$ cat src/core/pps_pkg.sv
// Constants shared by the port PHY control and status register bank
// Contract
// (RULE1) Writing one to diagnostic bit 12 starts the cable test; hardware clears it when done.
// (RULE2) Result field bits 14-13: 00 normal, 01 open, 10 short, 11 test failed.
// (RULE3) Diagnostic bit 15 is set when the short lies within about ten meters.
// (RULE4) Bits 8-0 hold the fault count; distance is about count times 0.4 m.
// (RULE5) Diagnostic bit 11 forces link pass; clearing restores normal link detection.
// (RULE6) Diagnostic bit 10 resets to one, power saving off; zero enables it.
// (RULE7) Diagnostic bit 9 loops line receive back to transmit at PMD/PMA level.
// (RULE8) Control bit 15 turns all four port LEDs off by driving them high.
// (RULE9) Control bit 14 disables the transmitter, bit 11 powers the PHY down.
// (RULE10) Writing one to control bit 13 restarts auto-negotiation.
// (RULE11) Control bit 12 disables far-end fault detection and pattern transmission.
// (RULE12) Control bit 10 disables auto crossover; bit 9 forces MDIX only then.
// (RULE13) Control bit 7 resets to one; clear takes speed and duplex from forced bits.
// (RULE14) With negotiation off, bit 6 selects 100 Mbps when set, else 10 Mbps.
// (RULE15) Bit 5 selects full duplex; used when negotiation is off or failed.
// (RULE16) Control bits 4-0 reset to one and gate each advertised ability.
// (RULE17) Status bit 15 is writable and selects between two crossover algorithms.
// (RULE18) Status bit 13 shows reversed polarity, bit 7 shows MDIX mode.
// (RULE19) Status bits 12 and 11 show receive and transmit flow control active.
// (RULE20) Status bit 10 shows 100 Mbps speed, bit 9 shows full duplex.
// (RULE21) Status bit 8 far-end fault, bit 6 negotiation done, bit 5 link good.
// (RULE22) Status bits 4-0 show the partner's pause, 100F, 100H, 10F, 10H abilities.
// (RULE23) Diagnostic and special-control views share one state; writes through either affect both.
// (RULE24) Writes to read-only or reserved bits are ignored; reserved range reads zero.
package pps_pkg;
  // Register indices; byte address is four times the index
  localparam logic [13:0] IDX_CABLE_VIEW = 14'h04F0;
  localparam logic [13:0] IDX_SPECIAL_VIEW = 14'h04F2;
  localparam logic [13:0] IDX_DIAG = 14'h0510;
  localparam logic [13:0] IDX_CONTROL = 14'h0512;
  localparam logic [13:0] IDX_STATUS = 14'h0514;
  localparam logic [13:0] IDX_RSVD_LO = 14'h0516;
  localparam logic [13:0] IDX_RSVD_HI = 14'h0560;
  localparam int ADDR_W = 16;
  localparam int DATA_W = 32;
  localparam int REG_W = 16;
  // Reset values
  localparam logic [15:0] DIAG_RESET = 16'h0400;
  localparam logic [15:0] CONTROL_RESET = 16'h009F;
  localparam logic [31:0] READ_ZERO = 32'h0000_0000;
  localparam logic [3:0] LED_ALL_OFF = 4'hF;
  // Diagnostic register fields
  localparam int DIAG_START = 12;
  localparam int DIAG_FORCE_LINK = 11;
  localparam int DIAG_PWR_SAVE = 10;
  localparam int DIAG_LOOPBACK = 9;
  localparam int FAULT_W = 9;
  // Cable test view and special control view fields
  localparam int CABLE_VIEW_START = 15;
  localparam int SPECIAL_FORCE_LINK = 3;
  localparam int SPECIAL_PWR_SAVE = 2;
  localparam int SPECIAL_LOOPBACK = 1;
  // Control register fields
  localparam int CTRL_LED_OFF = 15;
  localparam int CTRL_TX_DISABLE = 14;
  localparam int CTRL_RESTART_AN = 13;
  localparam int CTRL_FEF_DISABLE = 12;
  localparam int CTRL_POWER_DOWN = 11;
  localparam int CTRL_MDIX_DISABLE = 10;
  localparam int CTRL_FORCE_MDIX = 9;
  localparam int CTRL_AN_ENABLE = 7;
  localparam int CTRL_FORCE_SPEED = 6;
  localparam int CTRL_FORCE_DUPLEX = 5;
  localparam int ADV_MSB = 4;
  localparam int ADV_W = 5;
  localparam logic [4:0] ADV_ALL = 5'h1F;
  // Status register fields
  localparam int STAT_XOVER_SEL = 15;
  // Cable diagnostic result codes
  localparam logic [1:0] CABLE_NORMAL = 2'h0;
  localparam logic [1:0] CABLE_OPEN = 2'h1;
  localparam logic [1:0] CABLE_SHORT = 2'h2;
  localparam logic [1:0] CABLE_FAILED = 2'h3;
endpackage

$ cat src/core/pps_sc_bit.sv
// Self-clearing control bit: set by software, cleared by hardware, set wins
`timescale 1ns/1ps
`default_nettype none
module pps_sc_bit
  import pps_pkg::*;
(
  // Clock and reset
  input wire logic clk_sys,
  input wire logic reset,
  // Set and clear requests
  input wire logic setReq,
  input wire logic clearReq,
  // Bit value
  output logic bitOut
);
  typedef struct packed {
    logic bitValue;
  } pps_sc_state_t;
  pps_sc_state_t state_reg;
  pps_sc_state_t state_next;

  always_comb
  begin
    state_next = state_reg;
    // Set beats a clear in the same cycle so no start is lost
    if (setReq)
    begin
      state_next.bitValue = 1'b1;
    end
    else if (clearReq)
    begin
      state_next.bitValue = 1'b0;
    end
  end

  always_ff @(posedge clk_sys)
  begin
    if (reset)
    begin
      state_reg <= '0;
    end
    else
    begin
      state_reg <= state_next;
    end
  end

  assign bitOut = state_reg.bitValue;

  setWins_a: // RULE1
  assert property (@(posedge clk_sys) disable iff (reset) setReq |=> bitOut)
    else $error("self-clearing bit lost a set");
endmodule
`default_nettype wire

$ cat src/core/pps_apb_front.sv
// APB slave timing: no wait state, registered read data and error
`timescale 1ns/1ps
`default_nettype none
module pps_apb_front
  import pps_pkg::*;
(
  // Clock and reset
  input wire logic clk_sys,
  input wire logic reset,
  // APB slave
  input wire logic psel,
  input wire logic penable,
  input wire logic pwrite,
  output logic pready,
  output logic [DATA_W-1:0] prdata,
  output logic pslverr,
  // Register side
  input wire logic [DATA_W-1:0] readData,
  input wire logic mapped,
  output logic writeEn
);
  typedef struct packed {
    logic ready;
    logic err;
    logic [DATA_W-1:0] data;
  } pps_apb_state_t;
  pps_apb_state_t state_reg;
  pps_apb_state_t state_next;

  always_comb
  begin
    state_next = state_reg;
    state_next.ready = 1'b0;
    // Sample in setup so read data leaves a flip-flop in the access phase
    if (psel && !penable)
    begin
      state_next.ready = 1'b1;
      state_next.err = !mapped;
      state_next.data = (mapped && !pwrite) ? readData : READ_ZERO;
    end
  end

  always_ff @(posedge clk_sys)
  begin
    if (reset)
    begin
      state_reg <= '0;
    end
    else
    begin
      state_reg <= state_next;
    end
  end

  assign pready = state_reg.ready;
  assign pslverr = state_reg.err;
  assign prdata = state_reg.data;
  // Unmapped writes are dropped here as well as answered with an error
  assign writeEn = psel && penable && pwrite && state_reg.ready && !state_reg.err; // RULE24
endmodule
`default_nettype wire

$ cat src/core/pps_port_regs.sv
// Port PHY control and status register bank behind an APB slave
//
// Implementation choice: the APB register port.
`timescale 1ns/1ps
`default_nettype none
module pps_port_regs
  import pps_pkg::*;
(
  // Clock and reset
  input wire logic clk_sys,
  input wire logic reset,
  // APB slave
  input wire logic psel,
  input wire logic penable,
  input wire logic pwrite,
  input wire logic [ADDR_W-1:0] paddr,
  input wire logic [DATA_W-1:0] pwdata,
  output logic pready,
  output logic [DATA_W-1:0] prdata,
  output logic pslverr,
  // Cable diagnostic engine
  input wire logic cableDone,
  input wire logic [1:0] cableResult,
  input wire logic cableShortNear,
  input wire logic [FAULT_W-1:0] cableFaultCount,
  output logic cableTestActive,
  // PHY status
  input wire logic polarityReversed,
  input wire logic mdixActive,
  input wire logic rxFlowActive,
  input wire logic txFlowActive,
  input wire logic phySpeed100,
  input wire logic phyFullDuplex,
  input wire logic anFailed,
  input wire logic farEndFault,
  input wire logic anDone,
  input wire logic linkGood,
  input wire logic [ADV_W-1:0] partnerAbility,
  // LEDs
  input wire logic [3:0] ledDrive,
  output logic [3:0] portLedOutput,
  // PHY control
  output logic forceLinkPass,
  output logic powerSaveDisable,
  output logic remoteLoopback,
  output logic txDisable,
  output logic anRestart,
  output logic farEndFaultDisable,
  output logic powerDown,
  output logic autoMdixDisable,
  output logic forceMdix,
  output logic anEnable,
  output logic opSpeed100,
  output logic opFullDuplex,
  output logic [ADV_W-1:0] advertise,
  output logic crossoverAlgorithmSelect
);
  typedef struct packed {
    logic [1:0] result;
    logic shortNear;
    logic [FAULT_W-1:0] faultCount;
    logic forceLink;
    logic pwrSaveOff;
    logic loopback;
    logic ledOff;
    logic txOff;
    logic fefOff;
    logic pwrDown;
    logic mdixOff;
    logic mdixForce;
    logic anOn;
    logic forceSpeed;
    logic forceDuplex;
    logic [ADV_W-1:0] adv;
    logic xoverSel;
    logic mdixForceEff;
    logic speedOp;
    logic duplexOp;
    logic [3:0] led;
  } pps_regs_t;
  pps_regs_t state_reg;
  pps_regs_t state_next;

  logic [13:0] index;
  logic mapped;
  logic writeEn;
  logic [DATA_W-1:0] readData;
  logic [REG_W-1:0] wd;
  logic cableStartReq;
  logic restartReq;
  logic restartBit;
  logic wrDiag;
  logic wrCableView;
  logic wrSpecial;
  logic wrControl;
  logic wrStatus;

  ////////////////////////////////////////////////////////////////////////////
  // Bus front end and address decode

  assign index = paddr[ADDR_W-1:2];
  assign wd = pwdata[REG_W-1:0];

  always_comb
  begin
    mapped = (paddr[1:0] == 2'h0) &&
             ((index == IDX_CABLE_VIEW) || (index == IDX_SPECIAL_VIEW) ||
              ((index >= IDX_DIAG) && (index <= IDX_RSVD_HI)));
  end

  pps_apb_front u_front (
    .clk_sys(clk_sys),
    .reset(reset),
    .psel(psel),
    .penable(penable),
    .pwrite(pwrite),
    .pready(pready),
    .prdata(prdata),
    .pslverr(pslverr),
    .readData(readData),
    .mapped(mapped),
    .writeEn(writeEn)
  );

  assign wrDiag = writeEn && (index == IDX_DIAG);
  assign wrCableView = writeEn && (index == IDX_CABLE_VIEW);
  assign wrSpecial = writeEn && (index == IDX_SPECIAL_VIEW);
  assign wrControl = writeEn && (index == IDX_CONTROL);
  assign wrStatus = writeEn && (index == IDX_STATUS);

  ////////////////////////////////////////////////////////////////////////////
  // Self-clearing bits

  // Writing zero cannot abort a running test; only the engine ends it
  assign cableStartReq = (wrDiag && wd[DIAG_START]) ||
                         (wrCableView && wd[CABLE_VIEW_START]); // RULE1 RULE23

  pps_sc_bit u_cable_start (
    .clk_sys(clk_sys),
    .reset(reset),
    .setReq(cableStartReq),
    .clearReq(cableDone), // RULE1
    .bitOut(cableTestActive)
  );

  // Restart lasts one cycle and then reads back as zero
  assign restartReq = wrControl && wd[CTRL_RESTART_AN]; // RULE10

  pps_sc_bit u_an_restart (
    .clk_sys(clk_sys),
    .reset(reset),
    .setReq(restartReq),
    .clearReq(restartBit),
    .bitOut(restartBit)
  );

  assign anRestart = restartBit;

  ////////////////////////////////////////////////////////////////////////////
  // Next state

  always_comb
  begin
    state_next = state_reg;
    if (cableDone)
    begin
      // Results stay frozen until the next test ends
      state_next.result = cableResult; // RULE2
      state_next.shortNear = cableShortNear; // RULE3
      state_next.faultCount = cableFaultCount; // RULE4
    end
    if (wrDiag)
    begin
      state_next.forceLink = wd[DIAG_FORCE_LINK]; // RULE5
      state_next.pwrSaveOff = wd[DIAG_PWR_SAVE]; // RULE6
      state_next.loopback = wd[DIAG_LOOPBACK]; // RULE7
    end
    if (wrSpecial)
    begin
      state_next.forceLink = wd[SPECIAL_FORCE_LINK]; // RULE23
      state_next.pwrSaveOff = wd[SPECIAL_PWR_SAVE]; // RULE23
      state_next.loopback = wd[SPECIAL_LOOPBACK]; // RULE23
    end
    if (wrControl)
    begin
      state_next.ledOff = wd[CTRL_LED_OFF]; // RULE8
      state_next.txOff = wd[CTRL_TX_DISABLE]; // RULE9
      state_next.fefOff = wd[CTRL_FEF_DISABLE]; // RULE11
      state_next.pwrDown = wd[CTRL_POWER_DOWN]; // RULE9
      state_next.mdixOff = wd[CTRL_MDIX_DISABLE]; // RULE12
      state_next.mdixForce = wd[CTRL_FORCE_MDIX]; // RULE12
      state_next.anOn = wd[CTRL_AN_ENABLE]; // RULE13
      state_next.forceSpeed = wd[CTRL_FORCE_SPEED]; // RULE14
      state_next.forceDuplex = wd[CTRL_FORCE_DUPLEX]; // RULE15
      state_next.adv = wd[ADV_MSB:0]; // RULE16
    end
    if (wrStatus)
    begin
      // Only the algorithm select is writable in the status word
      state_next.xoverSel = wd[STAT_XOVER_SEL]; // RULE17 RULE24
    end
    // Force MDIX is honoured only while auto crossover is off
    state_next.mdixForceEff = state_next.mdixOff && state_next.mdixForce; // RULE12
    state_next.speedOp = state_next.anOn ? phySpeed100 : state_next.forceSpeed; // RULE13 RULE14
    state_next.duplexOp = (state_next.anOn && !anFailed) ? phyFullDuplex
                                                          : state_next.forceDuplex; // RULE15
    state_next.led = state_next.ledOff ? LED_ALL_OFF : ledDrive; // RULE8
  end

  always_ff @(posedge clk_sys)
  begin
    if (reset)
    begin
      state_reg <= '0;
      state_reg.pwrSaveOff <= DIAG_RESET[DIAG_PWR_SAVE]; // RULE6
      state_reg.anOn <= CONTROL_RESET[CTRL_AN_ENABLE]; // RULE13
      state_reg.adv <= CONTROL_RESET[ADV_MSB:0]; // RULE16
    end
    else
    begin
      state_reg <= state_next;
    end
  end

  ////////////////////////////////////////////////////////////////////////////
  // Read data

  always_comb
  begin
    readData = READ_ZERO;
    case (index)
      IDX_DIAG:
      begin
        readData[REG_W-1:0] = {state_reg.shortNear, state_reg.result, cableTestActive,
                               state_reg.forceLink, state_reg.pwrSaveOff,
                               state_reg.loopback, state_reg.faultCount};
      end
      IDX_CABLE_VIEW:
      begin
        readData[REG_W-1:0] = {cableTestActive, state_reg.result, state_reg.shortNear,
                               3'h0, state_reg.faultCount}; // RULE23
      end
      IDX_SPECIAL_VIEW:
      begin
        readData[REG_W-1:0] = {10'h000, polarityReversed, mdixActive,
                               state_reg.forceLink, state_reg.pwrSaveOff,
                               state_reg.loopback, 1'b0}; // RULE23
      end
      IDX_CONTROL:
      begin
        readData[REG_W-1:0] = {state_reg.ledOff, state_reg.txOff, restartBit,
                               state_reg.fefOff, state_reg.pwrDown, state_reg.mdixOff,
                               state_reg.mdixForce, 1'b0, state_reg.anOn,
                               state_reg.forceSpeed, state_reg.forceDuplex, state_reg.adv};
      end
      IDX_STATUS:
      begin
        readData[REG_W-1:0] = {state_reg.xoverSel, 1'b0, polarityReversed, // RULE18
                               rxFlowActive, txFlowActive, // RULE19
                               state_reg.speedOp, state_reg.duplexOp, // RULE20
                               farEndFault, mdixActive, anDone, linkGood, // RULE21
                               partnerAbility}; // RULE22
      end
      default:
      begin
        // Reserved words above the status register read as zero
        readData = READ_ZERO; // RULE24
      end
    endcase
  end

  ////////////////////////////////////////////////////////////////////////////
  // Outputs

  assign forceLinkPass = state_reg.forceLink;
  assign powerSaveDisable = state_reg.pwrSaveOff;
  assign remoteLoopback = state_reg.loopback;
  assign txDisable = state_reg.txOff;
  assign farEndFaultDisable = state_reg.fefOff;
  assign powerDown = state_reg.pwrDown;
  assign autoMdixDisable = state_reg.mdixOff;
  assign forceMdix = state_reg.mdixForceEff;
  assign anEnable = state_reg.anOn;
  assign opSpeed100 = state_reg.speedOp;
  assign opFullDuplex = state_reg.duplexOp;
  assign advertise = state_reg.adv;
  assign crossoverAlgorithmSelect = state_reg.xoverSel;
  assign portLedOutput = state_reg.led;

  ////////////////////////////////////////////////////////////////////////////
  // Checks

  cableStarts_a: // RULE1
  assert property (@(posedge clk_sys) disable iff (reset)
    (wrDiag && wd[DIAG_START]) |=> cableTestActive)
    else $error("cable test did not start on write");

  cableEnds_a: // RULE1
  assert property (@(posedge clk_sys) disable iff (reset)
    (cableDone && !cableStartReq) |=> !cableTestActive)
    else $error("cable test bit not cleared at end of test");

  resultCapture_a: // RULE2
  assert property (@(posedge clk_sys) disable iff (reset)
    cableDone |=> (state_reg.result == $past(cableResult)) &&
                  (state_reg.faultCount == $past(cableFaultCount)))
    else $error("cable results not captured");

  ledOff_a: // RULE8
  assert property (@(posedge clk_sys) disable iff (reset)
    (wrControl && wd[CTRL_LED_OFF]) |=> ##1 (portLedOutput == LED_ALL_OFF))
    else $error("LEDs not driven high when switched off");

  restartPulse_a: // RULE10
  assert property (@(posedge clk_sys) disable iff (reset)
    restartReq |=> anRestart ##1 !anRestart)
    else $error("restart is not a single pulse");

  mdixForce_a: // RULE12
  assert property (@(posedge clk_sys) disable iff (reset)
    forceMdix |-> autoMdixDisable)
    else $error("MDIX forced while auto crossover enabled");

  speedForced_a: // RULE14
  assert property (@(posedge clk_sys) disable iff (reset)
    (!state_next.anOn) |=> (opSpeed100 == $past(state_next.forceSpeed)))
    else $error("forced speed not applied");

  defaults_a: // RULE16
  assert property (@(posedge clk_sys)
    $past(reset) |-> (advertise == ADV_ALL) && anEnable && powerSaveDisable)
    else $error("reset defaults wrong");

  aliasView_a: // RULE23
  assert property (@(posedge clk_sys) disable iff (reset)
    wrSpecial |=> (forceLinkPass == $past(wd[SPECIAL_FORCE_LINK])))
    else $error("special view write not seen by diagnostic state");

  reservedZero_a: // RULE24
  assert property (@(posedge clk_sys) disable iff (reset)
    (psel && !penable && mapped && (index >= IDX_RSVD_LO)) |=> (prdata == READ_ZERO))
    else $error("reserved location read nonzero");
endmodule
`default_nettype wire

$ cat config.mk
export PLATFORM = sky130hd
export DESIGN_NAME = pps_port_regs
export DESIGN_NICKNAME = d
export VERILOG_FILES = /design/src/core/pps_pkg.sv /design/src/core/pps_sc_bit.sv /design/src/core/pps_apb_front.sv /design/src/core/pps_port_regs.sv
export SDC_FILE = /design/constraint.sdc
export NUM_CORES = 1
export LEC_CHECK = 0
export BUFFER_PORTS_ARGS = -buffer_cell sky130_fd_sc_hd__buf_2
export CAP_MARGIN = 20
export CELL_PAD_IN_SITES_DETAIL_PLACEMENT = 1
export CELL_PAD_IN_SITES_GLOBAL_PLACEMENT = 2
export CORE_ASPECT_RATIO = 0.75
export CORE_MARGIN = 2
export CORE_UTILIZATION = 29
export CTS_BUF_LIST = sky130_fd_sc_hd__clkbuf_16
export CTS_CLUSTER_DIAMETER = 50
export DETAILED_ROUTE_END_ITERATION = 7
export PLACE_DENSITY_LB_ADDON = 0.1
export RECOVER_POWER = 100
export SYNTH_ARGS = -nofsm -noshare
export SYNTH_HDL_FRONTEND = slang
export SYNTH_SLANG_ARGS = --single-unit
$ cat constraint.sdc
create_clock -name clk_sys -period 6.8 [get_ports clk_sys]
set_clock_uncertainty 0.15 [all_clocks]
set_input_delay 1.36 -clock clk_sys [delete_from_list [all_inputs] [get_ports clk_sys]]
set_output_delay 1.36 -clock clk_sys [all_outputs]
set_load 0.005 [all_outputs]
=== Yosys cells after proc, flatten, opt, wreduce, memory -nomap -nowiden ===
Index checks and enable logic that the tools add are counted.

* Flip-flop bits (word level): 73
* Bits of input ports: 85
* Output and inout bits: 57
* Word-level logic and storage cells: 74

* Order comparisons: 2
* Equality and inequality tests: 5
* Muxes and demuxes: 12
* Reductions and logical operators: 29

{| class="wikitable"
|+ Operators with widths
! kind !! count
|-
| $pmux 16 s5 || 1
|-
| $eq 14x11->1 const B || 5
|-
| $mux 34 || 1
|-
| $logic_and 1x1->1 || 18
|-
| $mux 16 || 1
|-
| $ge 14x11->1 const B || 1
|-
| $le 14x11->1 const B || 1
|-
| $mux 14 || 1
|-
| $mux 3 || 2
|-
| $logic_not 1->1 || 5
|-
| $mux 1 || 5
|-
| $mux 4 || 1
|-
| $reduce_bool 2->1 || 2
|-
| $logic_or 1x1->1 || 3
|-
| $logic_not 2->1 || 1
|}

=== Longest topological paths before layout ===
* Depth in word-level cells: 8
* Gate-level depth with buffers: 6
* Depth with buffers taken out: 4

=== Cells and area by module ===
From an unflattened synthesis, not the netlist that was laid out.

* Cells, all modules: 321
* Area total of the unflattened synthesis: 3136.8 um^2

{| class="wikitable"
|+ By module, submodules not included
! module !! times used !! cells an instance !! area each (um^2) !! seq. area each (um^2)
|-
| pps_port_regs || 1 || 232 || 1989.4 || 740.7
|-
| pps_apb_front || 1 || 81 || 1069.8 || 680.7
|-
| pps_sc_bit || 2 || 4 || 38.8 || 20.0
|}

=== Least setup slack after synthesis ===
OpenSTA, ideal clock, no wires.

* Kind: input -> register
* Start: input port paddr[11]
* End: register state_reg (netlist bit portLedOutput[0])
* Library setup time: 0.133 ns
* Arrival: 2.982 ns
* Data required time: 6.517 ns
* Setup slack: 3.536 ns
* Cell stages on the path: 5
* Path buffers: 1
* Cell sequence: or4b_4 > buf_6 > or4_1 > o31ai_4 > a31oi_1

* Longest elaborated chain between the ends: 4

{| class="wikitable"
|+ RTL lines
! what !! line !! source
|-
| start: declaration || pps_port_regs.sv:16 || <nowiki>input wire logic [ADDR_W-1:0] paddr,</nowiki>
|-
| $eq 14x11->1 || pps_port_regs.sv:128 || <nowiki>assign wrControl = writeEn && (index == IDX_CONTROL);</nowiki>
|-
| $logic_and 1x1->1 || pps_port_regs.sv:128 ||
|-
| $mux 14 || pps_port_regs.sv:184 || <nowiki>if (wrControl)</nowiki>
|-
| $mux 4 || pps_port_regs.sv:207 || <nowiki>state_next.led = state_next.ledOff ? LED_ALL_OFF : ledDrive;</nowiki>
|-
| end signal: assignment || pps_port_regs.sv:221 || <nowiki>state_reg <= state_next;</nowiki>
|-
| end: declaration || pps_port_regs.sv:81 || <nowiki>pps_regs_t state_reg;</nowiki>
|}

No other way between the ends.
A chain may end at the register's enable or synchronous reset.

=== Worst setup path in the final report ===
* Start: input port paddr[3]
* End: register state_reg (netlist bit txDisable)

* Longest elaborated chain between the ends: 2

{| class="wikitable"
|+ RTL lines
! what !! line
|-
| $eq 14x11->1 || pps_port_regs.sv:128
|-
| $logic_and 1x1->1 || pps_port_regs.sv:128
|}

No other way between the ends.

==> metrics.txt <==
setup TNS 0 ns; switching pwr 0.0001953 W; max-slew violations 9; vias in the first global route ~3,000; combinational power share 0.098; clock power share 0.471; top_reg_cell synth dfxtp_1; drt first pass iters 6; Max stage delay on crit path 1.17 ns; warnings from Yosys 0; hpwl dp a little over 8000 um; required time of the worst setup path 6.86 ns; number of synthesized register bits 57; post-route design area around 0.0038 mm^2; crit-path cells clkbuf_1 -> nand2b_1 -> nor4_1 -> nand2_1 -> a31o_2; actual slew at the worst max-slew pin about 1.9 ns; drt wl/cell between 15 and 20 um; PortBufs between 100 and 150; switch share 0.2435; clock sink count 57; vias ~3,000; Buf/Inv on CP 1; CTS Buf Count 9; Hold WS 0.3040 ns; FFs w/ async S/R, synth 0; Worst setup SP type input port; simple-gate share of the synthesized area 0.2180; multi-input logic area roughly 0.0017 mm^2; Slowest cell on crit path nor4_1; total track usage 0.1933; Final min period roughly 4.7 ns; Int Pwr between 0.0006 and 0.0007 W; hold buffers post-CTS 0; post-synthesis compound-gate area fraction 0.2328; RD Place Congestion around 0.76; layout cells sized above 1 0.2494; die area 0.01187 mm^2; Pleak 1.459 nW; post-synthesis adder-cell area fraction 0; row cnt 33; MaxCap Viol Count 1; Pwr Density 209.5 mW/mm^2; remaining global-route overflow 0; DR DRC count 0; Die Height ~95 um; critical path's top delay family simple AND/OR/NAND/NOR gates; Clock Latency Late Sink between 0.3 and 0.4 ns; pin count of the biggest net entering global routing 58; final non-filler cell total around 580; CP Capture Type flop; Routed Antenna Nets 0; EDFF count, synth 0; num ports approximately 140; Syn-to-layout area delta 19.95%; final worst-path cycle share 0.6959; largest family of logic cells by synthesized area compound AO/OA/AOI/OAI gates; initial cell density of the core 0.2950; XOR/XNOR share of the synthesized area 0; detailed-route vias per instance between 5 and 6; CTS tree built; Register Area ~0.0011 mm^2; Worst-path clk slew 0.05 ns; register area share after synthesis 0.3575; R2R Setup Slk 4.80 ns; final hold violation count 0; first-pass GRT wire length 17,390 um; average size of a mapped cell about 9 um^2; Syn Inst Count 356; CTS H-tree lvls 3; RSZ-0062 raised after global routing no; Final #Nets 524; fillers between 1,000 and 1,500; dpl cell area approximately 0.0037 mm^2; post-CTS setup buffer count 0; failing checks max-capacitance violations, max-slew violations; antenna violations before repair 0; placed insts 568; mux share of post-synthesis cell area 0.07566; die width 125.1 um; crit path kind in2reg; root buffer cell clkbuf_16; relative slew slack -0.2745; Hold Path Class reg2reg; largest buffer count on any clock path 2; post_cts resized 0; Peak VDD IR approximately 0.00011 V; CP Max Fanout 20; WP data arrival approximately 4.8 ns; Iteration-0 DRC Markers between 200 and 250; Total Wirelength between 10,000 and 15,000 um; Fmax 211.3 MHz; Sequential Power Share 0.430; final setup violation count 0; n_diodes 0; outcome finished with violations; Core Footprint roughly 0.011 mm^2; Distinct cells, synth between 50 and 60; Synth Cell Area between 0.003 and 0.004 mm^2
-- final cells by class --
cell class              instances  share of cell area
repair buffers                110              0.1363
inverters                      13             0.01275
clock inverters                 4            0.004248
well taps                     140             0.04575
clock buffers                   9             0.05882
flip-flops and latches         57              0.2980
multi-input cells             248              0.4441
-- cell families (layout without fill, tap and decap cells) --
family / count (synthesis) / after routing
other: 1 / 16
buffers and inverters: 66 / 136
multiplexers: 24 / 24
flip-flops: 57 / 57
AO/OA/AOI/OAI: 99 / 99
AND/OR/NAND/NOR: 109 / 109
-- final timing paths --
check | cells after the start | from | end
worst min-delay path | 2 | u_front.prdata[8]$_SDFFE_PP0P_ | u_front.prdata[8]$_SDFFE_PP0P_
worst min register to register | 2 | u_front.prdata[8]$_SDFFE_PP0P_ | u_front.prdata[8]$_SDFFE_PP0P_
worst max-delay path | 5 | paddr[3] | txDisable$_SDFFE_PP0N_
worst max register to register | 5 | u_front.pready$_SDFF_PP0_ | txDisable$_SDFFE_PP0N_
-- power by group through the flow --
| stage | clock, W | sequential (W) | combinational (W) |
|---|---|---|---|
| after detailed placement | 0 | 0.000352 | 0.0000811 |
| after floorplan | 0 | 0.000351 | 0.0000518 |
| after global routing | 0.000402 | 0.000346 | 0.0000877 |
| after CTS | 0.000390 | 0.000345 | 0.0000813 |
| final | 0.000378 | 0.000345 | 0.0000788 |
| after global placement | 0 | 0.000352 | 0.0000794 |
-- layer usage --
layer,GRT usage,routed length [um],vias to the layer above
met4,0.05000,35,0
met5,0,0,-
met1,0.2731,5714,1473
li1,-,-,1476
met2,0.2930,4871,98
met3,0.05042,693,2
-- cells in the final DEF (no fill, tap or decap), types with 6 or more instances in the layout --
master,Yosys,final
clkbuf_16,0,9
nand2_1,16,16
nor2_1,27,27
inv_1,13,15
a22oi_1,12,12
conb_1,1,16
a211oi_1,21,21
nand3b_1,10,10
o21ai_0,6,6
a21oi_1,14,14
clkbuf_1,20,27
mux2i_1,23,23
nor4_1,7,10
dfxtp_1,57,57
buf_2,2,81
o2bb2ai_1,7,7
and4_1,7,7
a31o_2,8,8
a31oi_1,7,7
-- worst register-to-register path, cell delays in order (launching register included) --
cell     delay, ns
dfxtp_1       0.33
nand2_1       0.07
nor3_1        0.17
buf_4         0.26
nand2_1       0.45
a31o_2        0.46
-- through the flow --
| step | power, W | util | setup slack (ns) |
|---|---|---|---|
| floorplan | 0.0004025 | - | 3.536 |
| global placement | 0.0004311 | 0.3384 | 2.717 |
| detailed placement | 0.0004329 | 0.3384 | 2.690 |
| CTS | 0.0008163 | 0.3607 | 3.054 |
| global route | 0.0008358 | 0.3539 | 1.695 |
| finish | 0.0008021 | 0.3539 | 2.068 |
-- synthesized netlist by cell type, types with 2 or more instances --
cell	number	share of area
o21ai_0	6	0.0094
nand4b_1	2	0.0055
a22oi_1	12	0.028
or4_1	2	0.0047
and3_1	2	0.0039
nand3b_1	10	0.024
a31o_2	8	0.022
inv_1	13	0.015
and4_1	7	0.019
o2bb2ai_1	7	0.019
mux2i_1	23	0.072
o31ai_1	5	0.012
buf_1	3	0.0035
a222oi_1	4	0.013
nand2_1	16	0.019
dfxtp_1	57	0.36
nor4_1	7	0.014
a32oi_1	3	0.0082
nor2b_1	4	0.0078
nand2b_1	4	0.0078
nor2_1	27	0.032
nand4_1	5	0.0098
clkbuf_1	20	0.024
nor4_4	3	0.020
a31oi_1	7	0.014
or4b_4	2	0.0086
nor4_2	2	0.0078
buf_6	3	0.011
a211oi_1	21	0.049
a22o_1	4	0.011
nor3_1	5	0.0078
and2_1	2	0.0039
buf_4	25	0.059
buf_2	2	0.0031
a21oi_1	14	0.022
Note: power is estimated with default switching activity, not from simulation.
